===== src/logic/fcx_pkg.sv =====
/*
 * Package for the feature control and exception vector block: register
 * offsets, feature bit positions, reset values, vectors and carrier types.
 * Assumes a 32-bit APB slave with word-aligned registers.
 */
package fcx_pkg;

  localparam logic [7:0]  FEAT_CTRL_OFS     = 8'h00;
  localparam logic [7:0]  TASK_PRIO_LO_OFS  = 8'h04;
  localparam logic [7:0]  TASK_PRIO_HI_OFS  = 8'h08;
  localparam logic [7:0]  INT_CFG_OFS       = 8'h0C;
  localparam logic [7:0]  EXC_STAT_OFS      = 8'h10;
  localparam logic [7:0]  LINT_VEC_OFS      = 8'h14;

  localparam int PVI_BIT    = 1;
  localparam int TSD_BIT    = 2;
  localparam int DBGX_BIT   = 3;
  localparam int LPG_BIT    = 4;
  localparam int PAX_BIT    = 5;
  localparam int MCHK_BIT   = 6;
  localparam int GPG_BIT    = 7;
  localparam int PCR_BIT    = 8;
  localparam int XSS_BIT    = 9;
  localparam int VFPX_BIT   = 10;
  localparam int VIRT_BIT   = 13;
  localparam int PTE_GLOBAL_BIT = 8;

  localparam logic [31:0] FEAT_WMASK      = 32'h0000_27FE;
  localparam logic [31:0] FEAT_CTRL_RST   = 32'h0000_0000;
  localparam logic [3:0]  TASK_PRIO_RST   = 4'h0;
  localparam logic [3:0]  TASK_PRIO_ALL   = 4'hF;
  localparam logic [31:0] INT_CFG_RST     = 32'h0000_0000;
  localparam logic [15:0] LINT_VEC_RST    = 16'h0000;
  localparam int          LIC_EN_BIT      = 0;
  localparam int          LONG_MODE_BIT   = 1;
  localparam int          PAGING_BIT      = 2;

  localparam logic [7:0] VEC_DIVIDE   = 8'h00;
  localparam logic [7:0] VEC_NMI      = 8'h02;
  localparam logic [7:0] VEC_BREAK    = 8'h03;
  localparam logic [7:0] VEC_OVERFLOW = 8'h04;
  localparam logic [7:0] VEC_BOUND    = 8'h05;
  localparam logic [7:0] VEC_INVOP    = 8'h06;
  localparam logic [7:0] VEC_DEVNA    = 8'h07;
  localparam logic [7:0] VEC_DOUBLE   = 8'h08;
  localparam logic [7:0] VEC_MCHK     = 8'h12;
  localparam logic [7:0] VEC_VECFP    = 8'h13;
  localparam logic [31:0] ERR_ZERO    = 32'h0000_0000;

  typedef enum logic [3:0] {
    EV_NONE     = 4'b0000,
    EV_DIVIDE   = 4'b0001,
    EV_BREAK    = 4'b0010,
    EV_OVERFLOW = 4'b0011,
    EV_BOUND    = 4'b0100,
    EV_INVOP    = 4'b0101,
    EV_DEVNA    = 4'b0110,
    EV_DOUBLE   = 4'b0111,
    EV_MCHK     = 4'b1000,
    EV_VECFP    = 4'b1001
  } fcx_event_t;

  typedef enum logic [2:0] {
    IC_NONE     = 3'b000,
    IC_TIMESTAMP= 3'b001,
    IC_PERFCNT  = 3'b010,
    IC_DEBUG45  = 3'b011,
    IC_VECTOR   = 3'b100,
    IC_VEC_EXEMPT = 3'b101,
    IC_VIRT     = 3'b110
  } fcx_instr_t;

  typedef struct packed {
    logic       valid;
    fcx_instr_t cls;
    logic [1:0] cpl;
  } fcx_instr_req_t;

  typedef struct packed {
    logic        valid;
    logic [7:0]  vector;
    logic        has_err;
    logic [31:0] err_code;
  } fcx_exc_t;

  typedef struct packed {
    logic prot_virtual_int_enable;
    logic timestamp_disable;
    logic dbgx;
    logic large_page;
    logic phys_addr_extension;
    logic mchk;
    logic gpage;
    logic perf;
    logic xsave;
    logic vfpx;
    logic virt;
  } fcx_feat_t;

endpackage : fcx_pkg


===== src/logic/fcx_top.sv =====
/*
 * Feature control register, task priority register, local interrupt pin
 * routing and fixed low exception vectors, with an APB register slave.
 * Assumes one core clock, synchronous inputs and an interrupt controller
 * that drives the vector bus from the rise of the maskable request pin.
 */
// Notes on behaviour
// - Bit 1 enables protected-mode virtual interrupt flag.
// - Bit 2 limits timestamp read to level 0.
// - Bit 3 makes debug regs 4/5 fault.
// - Bit 4 allows large pages, else 4K.
// - Bit 5 allows wide physical addresses.
// - Long mode requires physical extension bit set.
// - Machine check raised only when bit 6 set.
// - Bit 7 keeps global TLB entries while paging is on.
// - Bit 8 allows counter read everywhere.
// - Bit 9 enables vector instructions and state.
// - Without bit 9 vector instructions fault, exempt ones.
// - Bit 10 clear turns vector FP into invalid-op.
// - Virtualization allowed only while bit 13 set.
// - Task priority 0 allows all classes above 0, 15 blocks all.
// - Enabled controller maps local pins via table.
// - Disabled controller: pin0 maskable, pin1 non-maskable.
// - Maskable request takes vector from system bus.
// - Non-maskable input delivered on vector 2.
// - Vectors 0,3,4,5 for basic faults/traps.
// - Vectors 6 and 7, no error code.
// - Double fault vector 8, zero error code.
module fcx_top
  import fcx_pkg::*;
(
  input  wire logic                  mclk_in,
  input  wire logic                  nrst_in,
  input  wire logic                  psel_in,
  input  wire logic                  penable_in,
  input  wire logic                  pwrite_in,
  input  wire logic [7:0]            paddr_in,
  input  wire logic [31:0]           pwdata_in,
  output logic      [31:0]           prdata_out,
  output logic                       pready_out,
  output logic                       pslverr_out,
  input  wire fcx_pkg::fcx_instr_req_t instr_in,
  input  wire fcx_pkg::fcx_event_t   event_in,
  input  wire logic                  vec_fp_unmasked_in,
  input  wire logic                  pte_global_in,
  input  wire logic [1:0]            local_int_pins_in,
  input  wire logic [7:0]            sys_bus_vector_in,
  input  wire logic [3:0]            int_prio_in,
  output fcx_pkg::fcx_exc_t          exc_out,
  output logic                       instr_allow_out,
  output logic                       tlb_keep_out,
  output fcx_pkg::fcx_feat_t         feat_out,
  output logic                       maskable_int_request_out,
  output logic                       int_ack_out
);
  import fcx_pkg::*;

  logic [31:0] feat_q;
  logic [63:0] prio_q;
  logic [31:0] int_cfg_q;
  logic [15:0] lint_vec_q;
  logic [7:0]  last_vec_q;
  logic        wr_en;
  logic        rd_en;
  logic        addr_ok;
  logic        long_mode_ok;
  logic [31:0] feat_wr;
  logic        lic_en;
  logic        prio_pass;
  logic [1:0]  pin_prev_q;
  logic [1:0]  pin_rise;

  assign wr_en = psel_in & penable_in & pwrite_in;
  assign rd_en = psel_in & ~penable_in & ~pwrite_in;
  assign addr_ok = (paddr_in == FEAT_CTRL_OFS) ||
                   (paddr_in == TASK_PRIO_LO_OFS) ||
                   (paddr_in == TASK_PRIO_HI_OFS) ||
                   (paddr_in == INT_CFG_OFS) ||
                   (paddr_in == EXC_STAT_OFS) ||
                   (paddr_in == LINT_VEC_OFS);
  assign feat_wr = pwdata_in & FEAT_WMASK;
  // Long mode stays off unless the physical extension bit is set
  assign long_mode_ok = feat_q[PAX_BIT];
  assign lic_en = int_cfg_q[LIC_EN_BIT];

  // Registers written here take effect from the next cycle, so no
  // instruction already checked sees the new value
  always_ff @(posedge mclk_in) begin
    if (!nrst_in) begin
      feat_q <= FEAT_CTRL_RST;
    end else if (wr_en && paddr_in == FEAT_CTRL_OFS) begin
      feat_q <= feat_wr;
    end
  end

  always_ff @(posedge mclk_in) begin
    if (!nrst_in) begin
      prio_q <= {60'h0, TASK_PRIO_RST};
    end else if (wr_en && paddr_in == TASK_PRIO_LO_OFS) begin
      prio_q[31:0] <= {28'h0, pwdata_in[3:0]};
    end else if (wr_en && paddr_in == TASK_PRIO_HI_OFS) begin
      prio_q[63:32] <= 32'h0;
    end
  end

  always_ff @(posedge mclk_in) begin
    if (!nrst_in) begin
      int_cfg_q  <= INT_CFG_RST;
      lint_vec_q <= LINT_VEC_RST;
    end else if (wr_en && paddr_in == INT_CFG_OFS) begin
      int_cfg_q <= {29'h0, pwdata_in[PAGING_BIT],
                    pwdata_in[LONG_MODE_BIT] & long_mode_ok,
                    pwdata_in[LIC_EN_BIT]};
    end else if (wr_en && paddr_in == LINT_VEC_OFS) begin
      lint_vec_q <= pwdata_in[15:0];
    end else if (!long_mode_ok) begin
      int_cfg_q[LONG_MODE_BIT] <= 1'b0;
    end
  end

  always_ff @(posedge mclk_in) begin
    if (!nrst_in) begin
      prdata_out  <= 32'h0;
      pready_out  <= 1'b0;
      pslverr_out <= 1'b0;
    end else begin
      pready_out  <= psel_in & ~penable_in;
      pslverr_out <= psel_in & ~penable_in & ~addr_ok;
      if (rd_en) begin
        case (paddr_in)
          FEAT_CTRL_OFS:    prdata_out <= feat_q;
          TASK_PRIO_LO_OFS: prdata_out <= prio_q[31:0];
          TASK_PRIO_HI_OFS: prdata_out <= prio_q[63:32];
          INT_CFG_OFS:      prdata_out <= int_cfg_q;
          EXC_STAT_OFS:     prdata_out <= {24'h0, last_vec_q};
          LINT_VEC_OFS:     prdata_out <= {16'h0, lint_vec_q};
          default:          prdata_out <= 32'h0;
        endcase
      end
    end
  end

  always_ff @(posedge mclk_in) begin
    if (!nrst_in) begin
      feat_out <= '0;
    end else begin
      feat_out.prot_virtual_int_enable        <= feat_q[PVI_BIT];
      feat_out.timestamp_disable        <= feat_q[TSD_BIT];
      feat_out.dbgx       <= feat_q[DBGX_BIT];
      feat_out.large_page <= feat_q[LPG_BIT];
      feat_out.phys_addr_extension        <= feat_q[PAX_BIT];
      feat_out.mchk       <= feat_q[MCHK_BIT];
      feat_out.gpage      <= feat_q[GPG_BIT];
      feat_out.perf       <= feat_q[PCR_BIT];
      feat_out.xsave      <= feat_q[XSS_BIT];
      feat_out.vfpx       <= feat_q[VFPX_BIT];
      feat_out.virt       <= feat_q[VIRT_BIT];
    end
  end

  // Global entries survive flushes only with the feature on; software is
  // expected to have paging on first, hardware does not reorder it
  always_ff @(posedge mclk_in) begin
    if (!nrst_in) begin
      tlb_keep_out <= 1'b0;
    end else begin
      tlb_keep_out <= feat_q[GPG_BIT] & pte_global_in &
                      int_cfg_q[PAGING_BIT];
    end
  end

  always_ff @(posedge mclk_in) begin
    if (!nrst_in) begin
      instr_allow_out <= 1'b0;
    end else if (instr_in.valid) begin
      case (instr_in.cls)
        IC_TIMESTAMP:
          instr_allow_out <= ~feat_q[TSD_BIT] || instr_in.cpl == 2'h0;
        IC_PERFCNT:
          instr_allow_out <= feat_q[PCR_BIT] || instr_in.cpl == 2'h0;
        IC_DEBUG45:
          instr_allow_out <= ~feat_q[DBGX_BIT];
        IC_VECTOR:
          instr_allow_out <= feat_q[XSS_BIT];
        IC_VEC_EXEMPT:
          instr_allow_out <= 1'b1;
        IC_VIRT:
          instr_allow_out <= feat_q[VIRT_BIT];
        default:
          instr_allow_out <= 1'b1;
      endcase
    end else begin
      instr_allow_out <= 1'b0;
    end
  end

  // Priority 0 passes every class above 0, 15 blocks every class
  assign prio_pass = (prio_q[3:0] != TASK_PRIO_ALL) &&
                     (int_prio_in > prio_q[3:0]);
  assign pin_rise = local_int_pins_in & ~pin_prev_q;

  always_ff @(posedge mclk_in) begin
    if (!nrst_in) begin
      pin_prev_q <= 2'b00;
    end else begin
      pin_prev_q <= local_int_pins_in;
    end
  end

  always_ff @(posedge mclk_in) begin
    if (!nrst_in) begin
      maskable_int_request_out <= 1'b0;
      int_ack_out              <= 1'b0;
    end else begin
      maskable_int_request_out <= ~lic_en & local_int_pins_in[0];
      int_ack_out <= ~lic_en & pin_rise[0] & ~pin_rise[1] &
                     prio_pass;
    end
  end

  // Source priority: double fault, non-maskable, machine check,
  // faults from the core, then local pins
  always_ff @(posedge mclk_in) begin
    if (!nrst_in) begin
      exc_out    <= '0;
      last_vec_q <= 8'h0;
    end else begin
      exc_out <= '0;
      if (event_in == EV_DOUBLE) begin
        exc_out <= '{1'b1, VEC_DOUBLE, 1'b1, ERR_ZERO};
      end else if (!lic_en && pin_rise[1]) begin
        exc_out <= '{1'b1, VEC_NMI, 1'b0, ERR_ZERO};
      end else if (event_in == EV_MCHK) begin
        if (feat_q[MCHK_BIT]) begin
          exc_out <= '{1'b1, VEC_MCHK, 1'b0, ERR_ZERO};
        end
      end else if (event_in == EV_VECFP && vec_fp_unmasked_in) begin
        exc_out <= '{1'b1, feat_q[VFPX_BIT] ? VEC_VECFP : VEC_INVOP,
                     1'b0, ERR_ZERO};
      end else if (event_in != EV_NONE && event_in != EV_VECFP) begin
        case (event_in)
          EV_DIVIDE:   exc_out <= '{1'b1, VEC_DIVIDE, 1'b0, ERR_ZERO};
          EV_BREAK:    exc_out <= '{1'b1, VEC_BREAK, 1'b0, ERR_ZERO};
          EV_OVERFLOW: exc_out <= '{1'b1, VEC_OVERFLOW, 1'b0, ERR_ZERO};
          EV_BOUND:    exc_out <= '{1'b1, VEC_BOUND, 1'b0, ERR_ZERO};
          EV_INVOP:    exc_out <= '{1'b1, VEC_INVOP, 1'b0, ERR_ZERO};
          EV_DEVNA:    exc_out <= '{1'b1, VEC_DEVNA, 1'b0, ERR_ZERO};
          default:     exc_out <= '0;
        endcase
      end else if (lic_en && pin_rise != 2'b00 && prio_pass) begin
        exc_out <= '{1'b1, pin_rise[1] ? lint_vec_q[15:8] :
                     lint_vec_q[7:0], 1'b0, ERR_ZERO};
      end else if (!lic_en && pin_rise[0] && prio_pass) begin
        exc_out <= '{1'b1, sys_bus_vector_in, 1'b0, ERR_ZERO};
      end
      if (exc_out.valid) begin
        last_vec_q <= exc_out.vector;
      end
    end
  end

endmodule : fcx_top


===== config.mk =====
export PLATFORM = sky130hd
export DESIGN_NAME = fcx_top
export DESIGN_NICKNAME = d
export VERILOG_FILES = /design/src/logic/fcx_pkg.sv /design/src/logic/fcx_top.sv
export SDC_FILE = /design/constraint.sdc
export NUM_CORES = 1
export LEC_CHECK = 0
export BUFFER_PORTS_ARGS = -buffer_cell sky130_fd_sc_hd__buf_2
export CELL_PAD_IN_SITES_DETAIL_PLACEMENT = 0
export CELL_PAD_IN_SITES_GLOBAL_PLACEMENT = 1
export CORE_UTILIZATION = 39
export DETAILED_ROUTE_END_ITERATION = 8
export GPL_TIMING_DRIVEN = 1
export PLACE_DENSITY_LB_ADDON = 0.2
export SYNTH_ARGS = -nofsm -noshare
export SYNTH_HDL_FRONTEND = slang
export SYNTH_SLANG_ARGS = --single-unit

===== constraint.sdc =====
create_clock -name mclk_in -period 4.3 [get_ports mclk_in]
set_clock_uncertainty 0.2 [all_clocks]
set_input_delay 0 -clock mclk_in [delete_from_list [all_inputs] [get_ports mclk_in]]
set_output_delay 0 -clock mclk_in [all_outputs]
set_load 0.02 [all_outputs]

Word-level counts from Yosys, hierarchy flattened
Index checks and enable logic that the tools add are counted.

cells by class
  $lt $le $gt $ge = 1
  equal/unequal tests = 23
  muxes and demuxes = 16
  bitwise operators = 23
  reductions and logical operators = 29

operators by type and width
  kind                number
  $mux 42             8
  $pmux 42 s6         1
  $pmux 16 s5         1
  $eq 4x3->1 const B  4
  $eq 8x4->1 const B  2
  $eq 8x5->1 const B  2
  $and 1x1->1         12
  $logic_and 1x1->1   12
  $not 1->1           9
  $eq 4x2->1 const B  2
  $eq 4x4->1 const B  2
  $eq 8x3->1 const B  1
  $logic_not 8->1     1
  $mux 8              1
  $ne 4x4->1 const B  2
  $logic_or 1x1->1    7
  $eq 3x2->1 const B  2
  $eq 3x3->1 const B  2
  $reduce_and 2->1    3
  $mux 5              1
  $pmux 1 s5          1
  $eq 4x1->1 const B  1
  $gt 4x4->1          1
  $reduce_bool 4->1   1
  other kinds (11)    13

word-level totals
  bits in registers = 135
  output and inout bits = 91
  word-level logic and storage cells = 123

Depth between registers and ports, before layout
Gate-level depths: netlist of the first run.

  depth after elaboration = 11
  gate-level depth with buffers = 8

Least setup slack after synthesis of the first run
OpenSTA, ideal clock, no wires.

  path type = flip-flop to flip-flop
  from = register prio_q[1]
  to = register exc_out[34] in the netlist's numbering
  data arrival time = 1.713 ns
  data required time = 4.016 ns
  setup slack = 2.302 ns
  stages on the path, launching flop included = 8
  clock period less this slack = 1.998 ns
  cells stage by stage = dfxtp_1 > inv_1 > ha_1 > nor2b_2 > o211ai_2 > a2111oi_4 > a22oi_2 > o31ai_2

between the ends
  word-level cells in the longest chain between the ends = 9
  elaborated cells between the ends (all ways) = 11

ends and longest elaborated chain
  what                                      RTL line                        source
  start, declared                           fcx_top.sv:59                   logic [63:0] prio_q;
  start signal, assigned                    fcx_top.sv:98                   prio_q <= {60'h0, TASK_PRIO_RST};
  start signal, assigned                    fcx_top.sv:100                  prio_q[31:0] <= {28'h0, pwdata_in[3:0]};
  $gt 4x4->1 or $ne 4x4->1 (tied branches)  fcx_top.sv:199, fcx_top.sv:198
  $logic_and 1x1->1 (*)                     fcx_top.sv:198                  assign prio_pass = (prio_q[3:0] != TASK_PRIO_ALL) &&
  $logic_and 1x1->1                         fcx_top.sv:253                  end else if (!lic_en && pin_rise[0] && prio_pass) begin
  $mux 42                                   fcx_top.sv:253
  $mux 42 (*)                               fcx_top.sv:250                  end else if (lic_en && pin_rise != 2'b00 && prio_pass) begin
  $mux 42 (*)                               fcx_top.sv:240                  end else if (event_in != EV_NONE && event_in != EV_VECFP) begin
  $mux 42 (*)                               fcx_top.sv:237                  end else if (event_in == EV_VECFP && vec_fp_unmasked_in) begin
  $mux 42 (*)                               fcx_top.sv:233                  end else if (event_in == EV_MCHK) begin
  $mux 42 (*)                               fcx_top.sv:231                  end else if (!lic_en && pin_rise[1]) begin
  end signal, assigned                      fcx_top.sv:232                  exc_out <= '{1'b1, VEC_NMI, 1'b0, ERR_ZERO};
  end signal, assigned                      fcx_top.sv:235                  exc_out <= '{1'b1, VEC_MCHK, 1'b0, ERR_ZERO};
  end signal, assigned                      fcx_top.sv:238                  exc_out <= '{1'b1, feat_q[VFPX_BIT] ? VEC_VECFP : VEC_INVOP,
  end, declared                             fcx_top.sv:49                   output fcx_pkg::fcx_exc_t exc_out,

Mark *: on every way between the ends. The rest lies on a longest branch, timed or not.
A chain may end at the register's enable or synchronous reset.

Worst setup path after layout of the first run
  from = register prio_q[3]
  to = register exc_out[33] in the netlist's numbering

between the ends
  word-level cells in the longest chain between the ends = 8
  elaborated cells between the ends (all ways) = 10

ends and longest elaborated chain
  what                                      RTL line                        source
  $gt 4x4->1 or $ne 4x4->1 (tied branches)  fcx_top.sv:199, fcx_top.sv:198
  $logic_and 1x1->1 (*)                     fcx_top.sv:198
  $logic_and 1x1->1                         fcx_top.sv:253
  $mux 42                                   fcx_top.sv:253
  $mux 42 (*)                               fcx_top.sv:250
  $mux 42 (*)                               fcx_top.sv:240
  $mux 42 (*)                               fcx_top.sv:237
  $mux 42 (*)                               fcx_top.sv:233
  end signal, assigned                      fcx_top.sv:235
  end signal, assigned                      fcx_top.sv:238
  end signal, assigned                      fcx_top.sv:251                  exc_out <= '{1'b1, pin_rise[1] ? lint_vec_q[15:8] :

Marked as above.

==> results.py, run 1 <==
metrics = {
    "routing": {
        "dr.pass1.iters": 5,
        "drc": 0,
        "via_count": 3689,
        "wl_per_cell_um": 14.9,
        "drt_iter0_markers": 197,
        "wirelength_um": 11300,
        "viasPerCell": 4.83,
        "ant_nets": 0,
    },
    "setup_path": {
        "r2r_setup_slack_ns": 0.92,
        "critical_path_required_ns": 4.41,
        "r2r-end": "exc_out[33]$_SDFF_PP0_",
        "worstPathArrival_ns": 3.49,
        "critPathMaxFanout": 9,
        "cp-start-kind": "register",
        "r2r-start": "prio_q[3]$_SDFFE_PN0P_",
        "worstSetupEndpointType": "register",
        "worstSetupPathType": "reg2reg",
        "endpoint": "exc_out[33]$_SDFF_PP0_",
        "cp-startpoint": "prio_q[3]$_SDFFE_PN0P_",
        "r2r_cells": 8,
    },
    "clock_tree": {
        "numCtsBuffers": 9,
        "clockRootBuffer": "clkbuf_8",
        "clk_path_buf_depth": 2,
        "clk_latency_ns": 0.36,
        "cts.sinks": 87,
        "clk_pin_slew_ns": 0.09,
        "htreeDepth": 3,
        "cts_tree": "built",
    },
    "grt": {
        "grt_pass1_vias": 3508,
        "groute.usage.overall_pct": 20.2,
        "grt_max_degree": 51,
        "grt_overflow_total": 0,
        "grt_antenna_before_repair": 0,
        "grt_first_pass_wirelength_um": 17700,
    },
    "floorplan": {
        "start_util_pct": 40.0,
        "rows": 38,
        "die_h_um": 107,
        "num_io_pins": 162,
        "core-area_sq_um": 10800,
        "dieArea_sq_um": 11500,
        "die_x_um": 107,
    },
    "synth": {
        "synth_area_leaders": "dfxtp_1, buf_4, mux2i_1, nand2_1, nor2b_1",
        "synthesis.area_sq_um": 4320,
        "ys.flop_type": "dfxtp_1",
        "yosysTopAreaCell": "dfxtp_1",
        "synth_warnings": 0,
        "syn_avg_cell_area_sq_um": 8.94,
        "synth_edf_count": 0,
        "synth_commonest_cells": "dfxtp_1, nand2_1, buf_4, nor2b_1, mux2i_1",
        "ys_seq_elements": 87,
        "async_reset_ff_share_pct": 0,
        "ys_seq_area_share_pct": 40.3,
        "yosysTopAreaCellShare_pct": 40.3,
        "netlist_instances": 483,
        "synth_cell_types": 58,
        "synth_most_common_cell": "dfxtp_1",
    },
    "power": {
        "p_leak_nw": 2.39,
        "power_w": 0.00173,
        "ir_drop_v": 0.000198,
        "cellPowerDensity_nw_per_um2": 318,
    },
    "worst_hold_path": {
        "min_path_type": "in2reg",
    },
    "sta": {
        "worstMarginPinSlew_ns": 0.822,
        "setup_ws_ns": 0.923,
        "drv_slew": 0,
        "rsz0062_at_grt": "no",
        "whs_ns": 0.0335,
        "post-route-period-util_pct": 78.5,
        "setup_tns_ns": 0,
        "period_needed_ns": 3.38,
        "clock.fmax_mhz": 296,
        "slew_headroom_pct": 45.0,
        "hold_viol": 0,
        "setup_viol": 0,
    },
    "placement": {
        "post-place-ws_ns": 2.03,
        "hpwl_um": 8000,
        "gp_congestion": 0.823,
        "io_buffers": 97,
        "dp.cells": 695,
    },
    "cells_and_area": {
        "antenna_cells": 0,
        "final_layout_size_suffix_gt1_share_pct": 21.7,
        "nets": 693,
        "synthToLayoutAreaGrowth_pct": 25.7,
        "stdcell_count": 763,
    },
    "outcome": {
        "status": "finished, final reports clean",
    },
    "run": {
        "drv_cap": 0,
    },
}
[power by group]
group          total [W]  leakage (nW)  internal (W)  switching [W]
combinational   0.000209          1.57     0.0000864       0.000122
clock           0.000697         0.120      0.000388       0.000309
sequential      0.000821         0.703      0.000813     0.00000782
total            0.00173          2.39       0.00129       0.000439
[logic make-up (layout without fill, tap and decap cells)]
kind of cell | count (synthesis) | count (layout) | synth area share (%)
AND/OR/NAND/NOR | 179 | 179 | 21.9
AO/OA/AOI/OAI | 96 | 96 | 15.4
flip-flops | 87 | 87 | 40.3
buffers and inverters | 79 | 172 | 12.1
multiplexers | 35 | 35 | 8.55
adder cells (fa/ha/maj) | 5 | 5 | 1.39
other | 1 | 48 | 0.0869
XOR/XNOR | 1 | 1 | 0.203
[worst max-delay path: stages (launching register included)]
cell and delay, ns:
dfxtp_1 0.43, inv_1 0.07, ha_1 0.33, a21oi_1 0.17
a2111oi_4 0.67, a221oi_1 0.18, dlygate4sd3_1 0.60, nor3_1 0.11
dlygate4sd3_1 0.56
[repair_timing]
item	CTS	global route
endpoints found under the hold margin	58	0
hold buffers	52	0
setup endpoints to repair	0	0
buffers inserted	0	0
resized for setup	0	0
[worst min path at each step]
stage / startpoint / to / slack (ns) / cells past startpoint
floorplan: local_int_pins_in[1] / pin_prev_q[1]$_SDFF_PN0_ / -0.08 / 1
global placement: pte_global_in / tlb_keep_out$_SDFF_PN0_ / 0.03 / 2
detailed placement: instr_in[5] / instr_allow_out$_SDFF_PN0_ / 0.04 / 3
CTS: vec_fp_unmasked_in / exc_out[41]$_SDFF_PN0_ / 0.02 / 5
global route: event_in[3] / exc_out[32]$_SDFF_PN0_ / 0.07 / 3
finish: vec_fp_unmasked_in / exc_out[41]$_SDFF_PN0_ / 0.03 / 5
[area by class of cell]
| class | instances | area [sq um] |
|---|---|---|
| clock buffer | 9 | 124 |
| clock inverter | 7 | 120 |
| fill | 1064 | 5370 |
| inverter | 6 | 22.5 |
| multi-input combinational | 364 | 2230 |
| sequential | 87 | 1740 |
| tap | 140 | 175 |
| timing repair buffer | 150 | 1010 |
[placed cells by master, fill, tap and decap left out, types with 9 or more instances in the layout]
cell type	n
a21boi_0	9
a21boi_1	10
a21oi_1	18
a22oi_1	18
and2_1	18
buf_2	97
clkbuf_8	9
conb_1	48
dfxtp_1	87
dlygate4sd3_1	52
mux2i_1	29
nand2_1	70
nor2_1	13
nor2b_1	36
o21ai_0	20
[sequential cells by signal, indices dropped and copies added, names as in the netlist, 2 cells and up]
name / count
exc_out: 10
int_cfg_q: 3
last_vec_q: 8
lint_vec_q: 16
pin_prev_q: 2
feat_q: 11
prio_q: 4
feat_out: 11
prdata_out: 16
[metal layers]
metal  share of wire (%)  GRT usage (%)  vias up
li1                    -              -     1827
met3                 5.5           2.98        9
met5                   0              0        -
met4                 1.1           6.65        0
met1                  45           26.1     1707
met2                  48           34.4      146
[through the flow]
step           util [%]  cell area (sq um)
5_1_grt            50.3               5430
6_report           50.3               5430
4_1_cts            50.3               5430
3_3_place_gp       43.2               4660
3_5_place_dp       43.2               4660
2_1_floorplan         -               4490
Note: power is estimated with default switching activity, not from simulation.
==> run 2, diff against run 1 <==
--- a/config.mk
+++ b/config.mk
@@ -8,7 +8,7 @@
 export BUFFER_PORTS_ARGS = -buffer_cell sky130_fd_sc_hd__buf_2
 export CELL_PAD_IN_SITES_DETAIL_PLACEMENT = 0
 export CELL_PAD_IN_SITES_GLOBAL_PLACEMENT = 1
-export CORE_UTILIZATION = 39
+export CORE_UTILIZATION = 32
 export DETAILED_ROUTE_END_ITERATION = 8
 export GPL_TIMING_DRIVEN = 1
 export PLACE_DENSITY_LB_ADDON = 0.2
==> constraint.sdc (replaced) <==
create_clock -name mclk_in -period 3.05 [get_ports mclk_in]
set_clock_uncertainty 0.2 [all_clocks]
set_input_delay 0 -clock mclk_in [delete_from_list [all_inputs] [get_ports mclk_in]]
set_output_delay 0 -clock mclk_in [all_outputs]
set_load 0.02 [all_outputs]
==> results.py, run 2 (synthesized netlist as in run 1, its figures left out) <==
metrics = {
    "cells_and_area": {
        "nets": 698,
        "mostFrequentLayoutCells": "buf_2, dfxtp_1, nand2_1, dlygate4sd3_1, conb_1",
        "antenna_cells": 0,
        "synthToLayoutAreaGrowth_pct": 29.1,
        "final_layout_size_suffix_gt1_share_pct": 22.9,
        "top_regs": "lint_vec_q: 16 flops, prdata_out: 16 flops",
        "stdcell_count": 804,
        "multi_input_area_sq_um": 2240,
        "seqCellArea_sq_um": 1740,
        "final_common_cell": "buf_2",
        "fill_cells": 1337,
    },
    "worst_hold_path": {
        "min_path_type": "in2reg",
    },
    "grt": {
        "grt_pass1_vias": 3480,
        "groute.usage.overall_pct": 17.7,
        "grt_first_pass_wirelength_um": 18700,
        "grt_overflow_total": 0,
        "grt_antenna_before_repair": 0,
        "grt_max_degree": 39,
    },
    "sta": {
        "setup_tns_ns": 0,
        "rsz0062_at_grt": "no",
        "setup_ws_ns": 0.126,
        "post-route-period-util_pct": 95.9,
        "period_needed_ns": 2.92,
        "hold_viol": 0,
        "whs_ns": 0.00886,
        "clock.fmax_mhz": 342,
        "drv_slew": 0,
        "slew_headroom_pct": 45.2,
        "worstMarginPinSlew_ns": 0.820,
        "setup_viol": 0,
    },
    "placement": {
        "post-place-ws_ns": 0.727,
        "dp.cells": 735,
        "gp_congestion": 0.750,
        "io_buffers": 97,
        "hpwl_um": 8690,
    },
    "power": {
        "cellPowerDensity_nw_per_um2": 457,
        "pwr-share-clk_pct": 42.7,
        "comb_power_share_pct": 11.8,
        "power_w": 0.00254,
        "p_seq_share_pct": 45.5,
        "p_leak_nw": 2.43,
        "ir_drop_v": 0.000260,
        "p_sw_w": 0.000629,
        "intPower_w": 0.00192,
        "swShare_pct": 24.7,
    },
    "clock_tree": {
        "clk_pin_slew_ns": 0.06,
        "htreeDepth": 3,
        "clockRootBuffer": "clkbuf_16",
        "cts.sinks": 87,
        "numCtsBuffers": 9,
        "cts_tree": "built",
        "clk_latency_ns": 0.35,
        "clk_path_buf_depth": 2,
    },
    "floorplan": {
        "die_x_um": 118,
        "start_util_pct": 32.7,
        "core-area_sq_um": 13200,
        "dieArea_sq_um": 14000,
        "die_h_um": 118,
        "num_io_pins": 162,
        "rows": 42,
    },
    "routing": {
        "wl_per_cell_um": 14.8,
        "drc": 0,
        "wirelength_um": 11900,
        "dr.pass1.iters": 5,
        "ant_nets": 0,
        "viasPerCell": 4.51,
        "via_count": 3624,
        "drt_iter0_markers": 246,
    },
    "setup_path": {
        "worstPathArrival_ns": 3.01,
        "critPathMostFrequentCell": "dlygate4sd3_1",
        "worstSetupEndpointType": "register",
        "cp-start-kind": "register",
        "slowest_delay_ns": 0.57,
        "cp_cell_sequence": "inv_1 > ha_1 > nor2b_2 > o211ai_2 > a211oi_2 > o22ai_1 > dlygate4sd3_1 > a21boi_0 > dlygate4sd3_1",
        "critical_path_required_ns": 3.14,
        "worst_path_max_delay_cell": "dlygate4sd3_1",
        "critPathMaxFanout": 4,
        "worstSetupPathType": "reg2reg",
    },
    "run": {
        "drv_cap": 0,
    },
    "outcome": {
        "status": "finished, final reports clean",
    },
}
## run 2: layout make-up
type                       count  area share [%]
multi-input combinational    364            40.2
sequential                    87            31.3
timing repair buffer         155            18.8
clock buffer                  14            5.10
tap                          176            3.95
inverter                       6           0.404
clock inverter                 2           0.225
## run 2: metrics by stage
step | instance area (sq um) | util (%)
floorplan | 4490 | -
global placement | 4740 | 35.9
detailed placement | 4740 | 35.9
CTS | 5540 | 42.0
global route | 5570 | 42.2
finish | 5570 | 42.2
## run 2: final timing paths
path                                                 start                         end  slack, ns  depth (start not counted)
worst max-delay path                prio_q[1]$_SDFFE_PN0P_      exc_out[41]$_SDFF_PN0_       0.13                          9
worst min-delay path                               nrst_in  lint_vec_q[7]$_SDFFE_PN0P_      0.009                          2
worst max register to register      prio_q[1]$_SDFFE_PN0P_      exc_out[41]$_SDFF_PN0_       0.13                          9
worst min register to register  lint_vec_q[2]$_SDFFE_PN0P_  lint_vec_q[2]$_SDFFE_PN0P_       0.26                          2
## run 2: layer usage
layer / vias up / share of wire, % / global-route usage, %
li1: 1845 / - / -
met1: 1673 / 46 / 23.0
met2: 101 / 49 / 28.7
met3: 5 / 4.1 / 3.14
met4: 0 / 0.55 / 7.37
met5: - / 0 / 0
## run 2: timing repair
item,in CTS,in global routing
endpoints found under the setup margin,0,4
buffers inserted,0,2
hold buffers,51,0
gates resized for setup,0,4
endpoints found under the hold margin,59,0
## run 2: worst max-delay path: cells and delay by family, from the launching register on
| kind | cells | cell delay, ns |
|---|---|---|
| buffers and inverters | 3 | 1.20 |
| AOI/OAI and AO/OA | 4 | 0.66 |
| DFF | 1 | 0.37 |
| adders and majority gates | 1 | 0.28 |
| and+or+nand+nor | 1 | 0.14 |
## run 2: power groups by stage
stage	Sequential (W)	Clock, W	Combinational [W]
after detailed placement	0.00119	0	0.000245
after floorplan	0.00119	0	0.000207
after global placement	0.00118	0	0.000243
after CTS	0.00116	0.00111	0.000295
final	0.00116	0.00109	0.000300
after global routing	0.00116	0.00116	0.000325
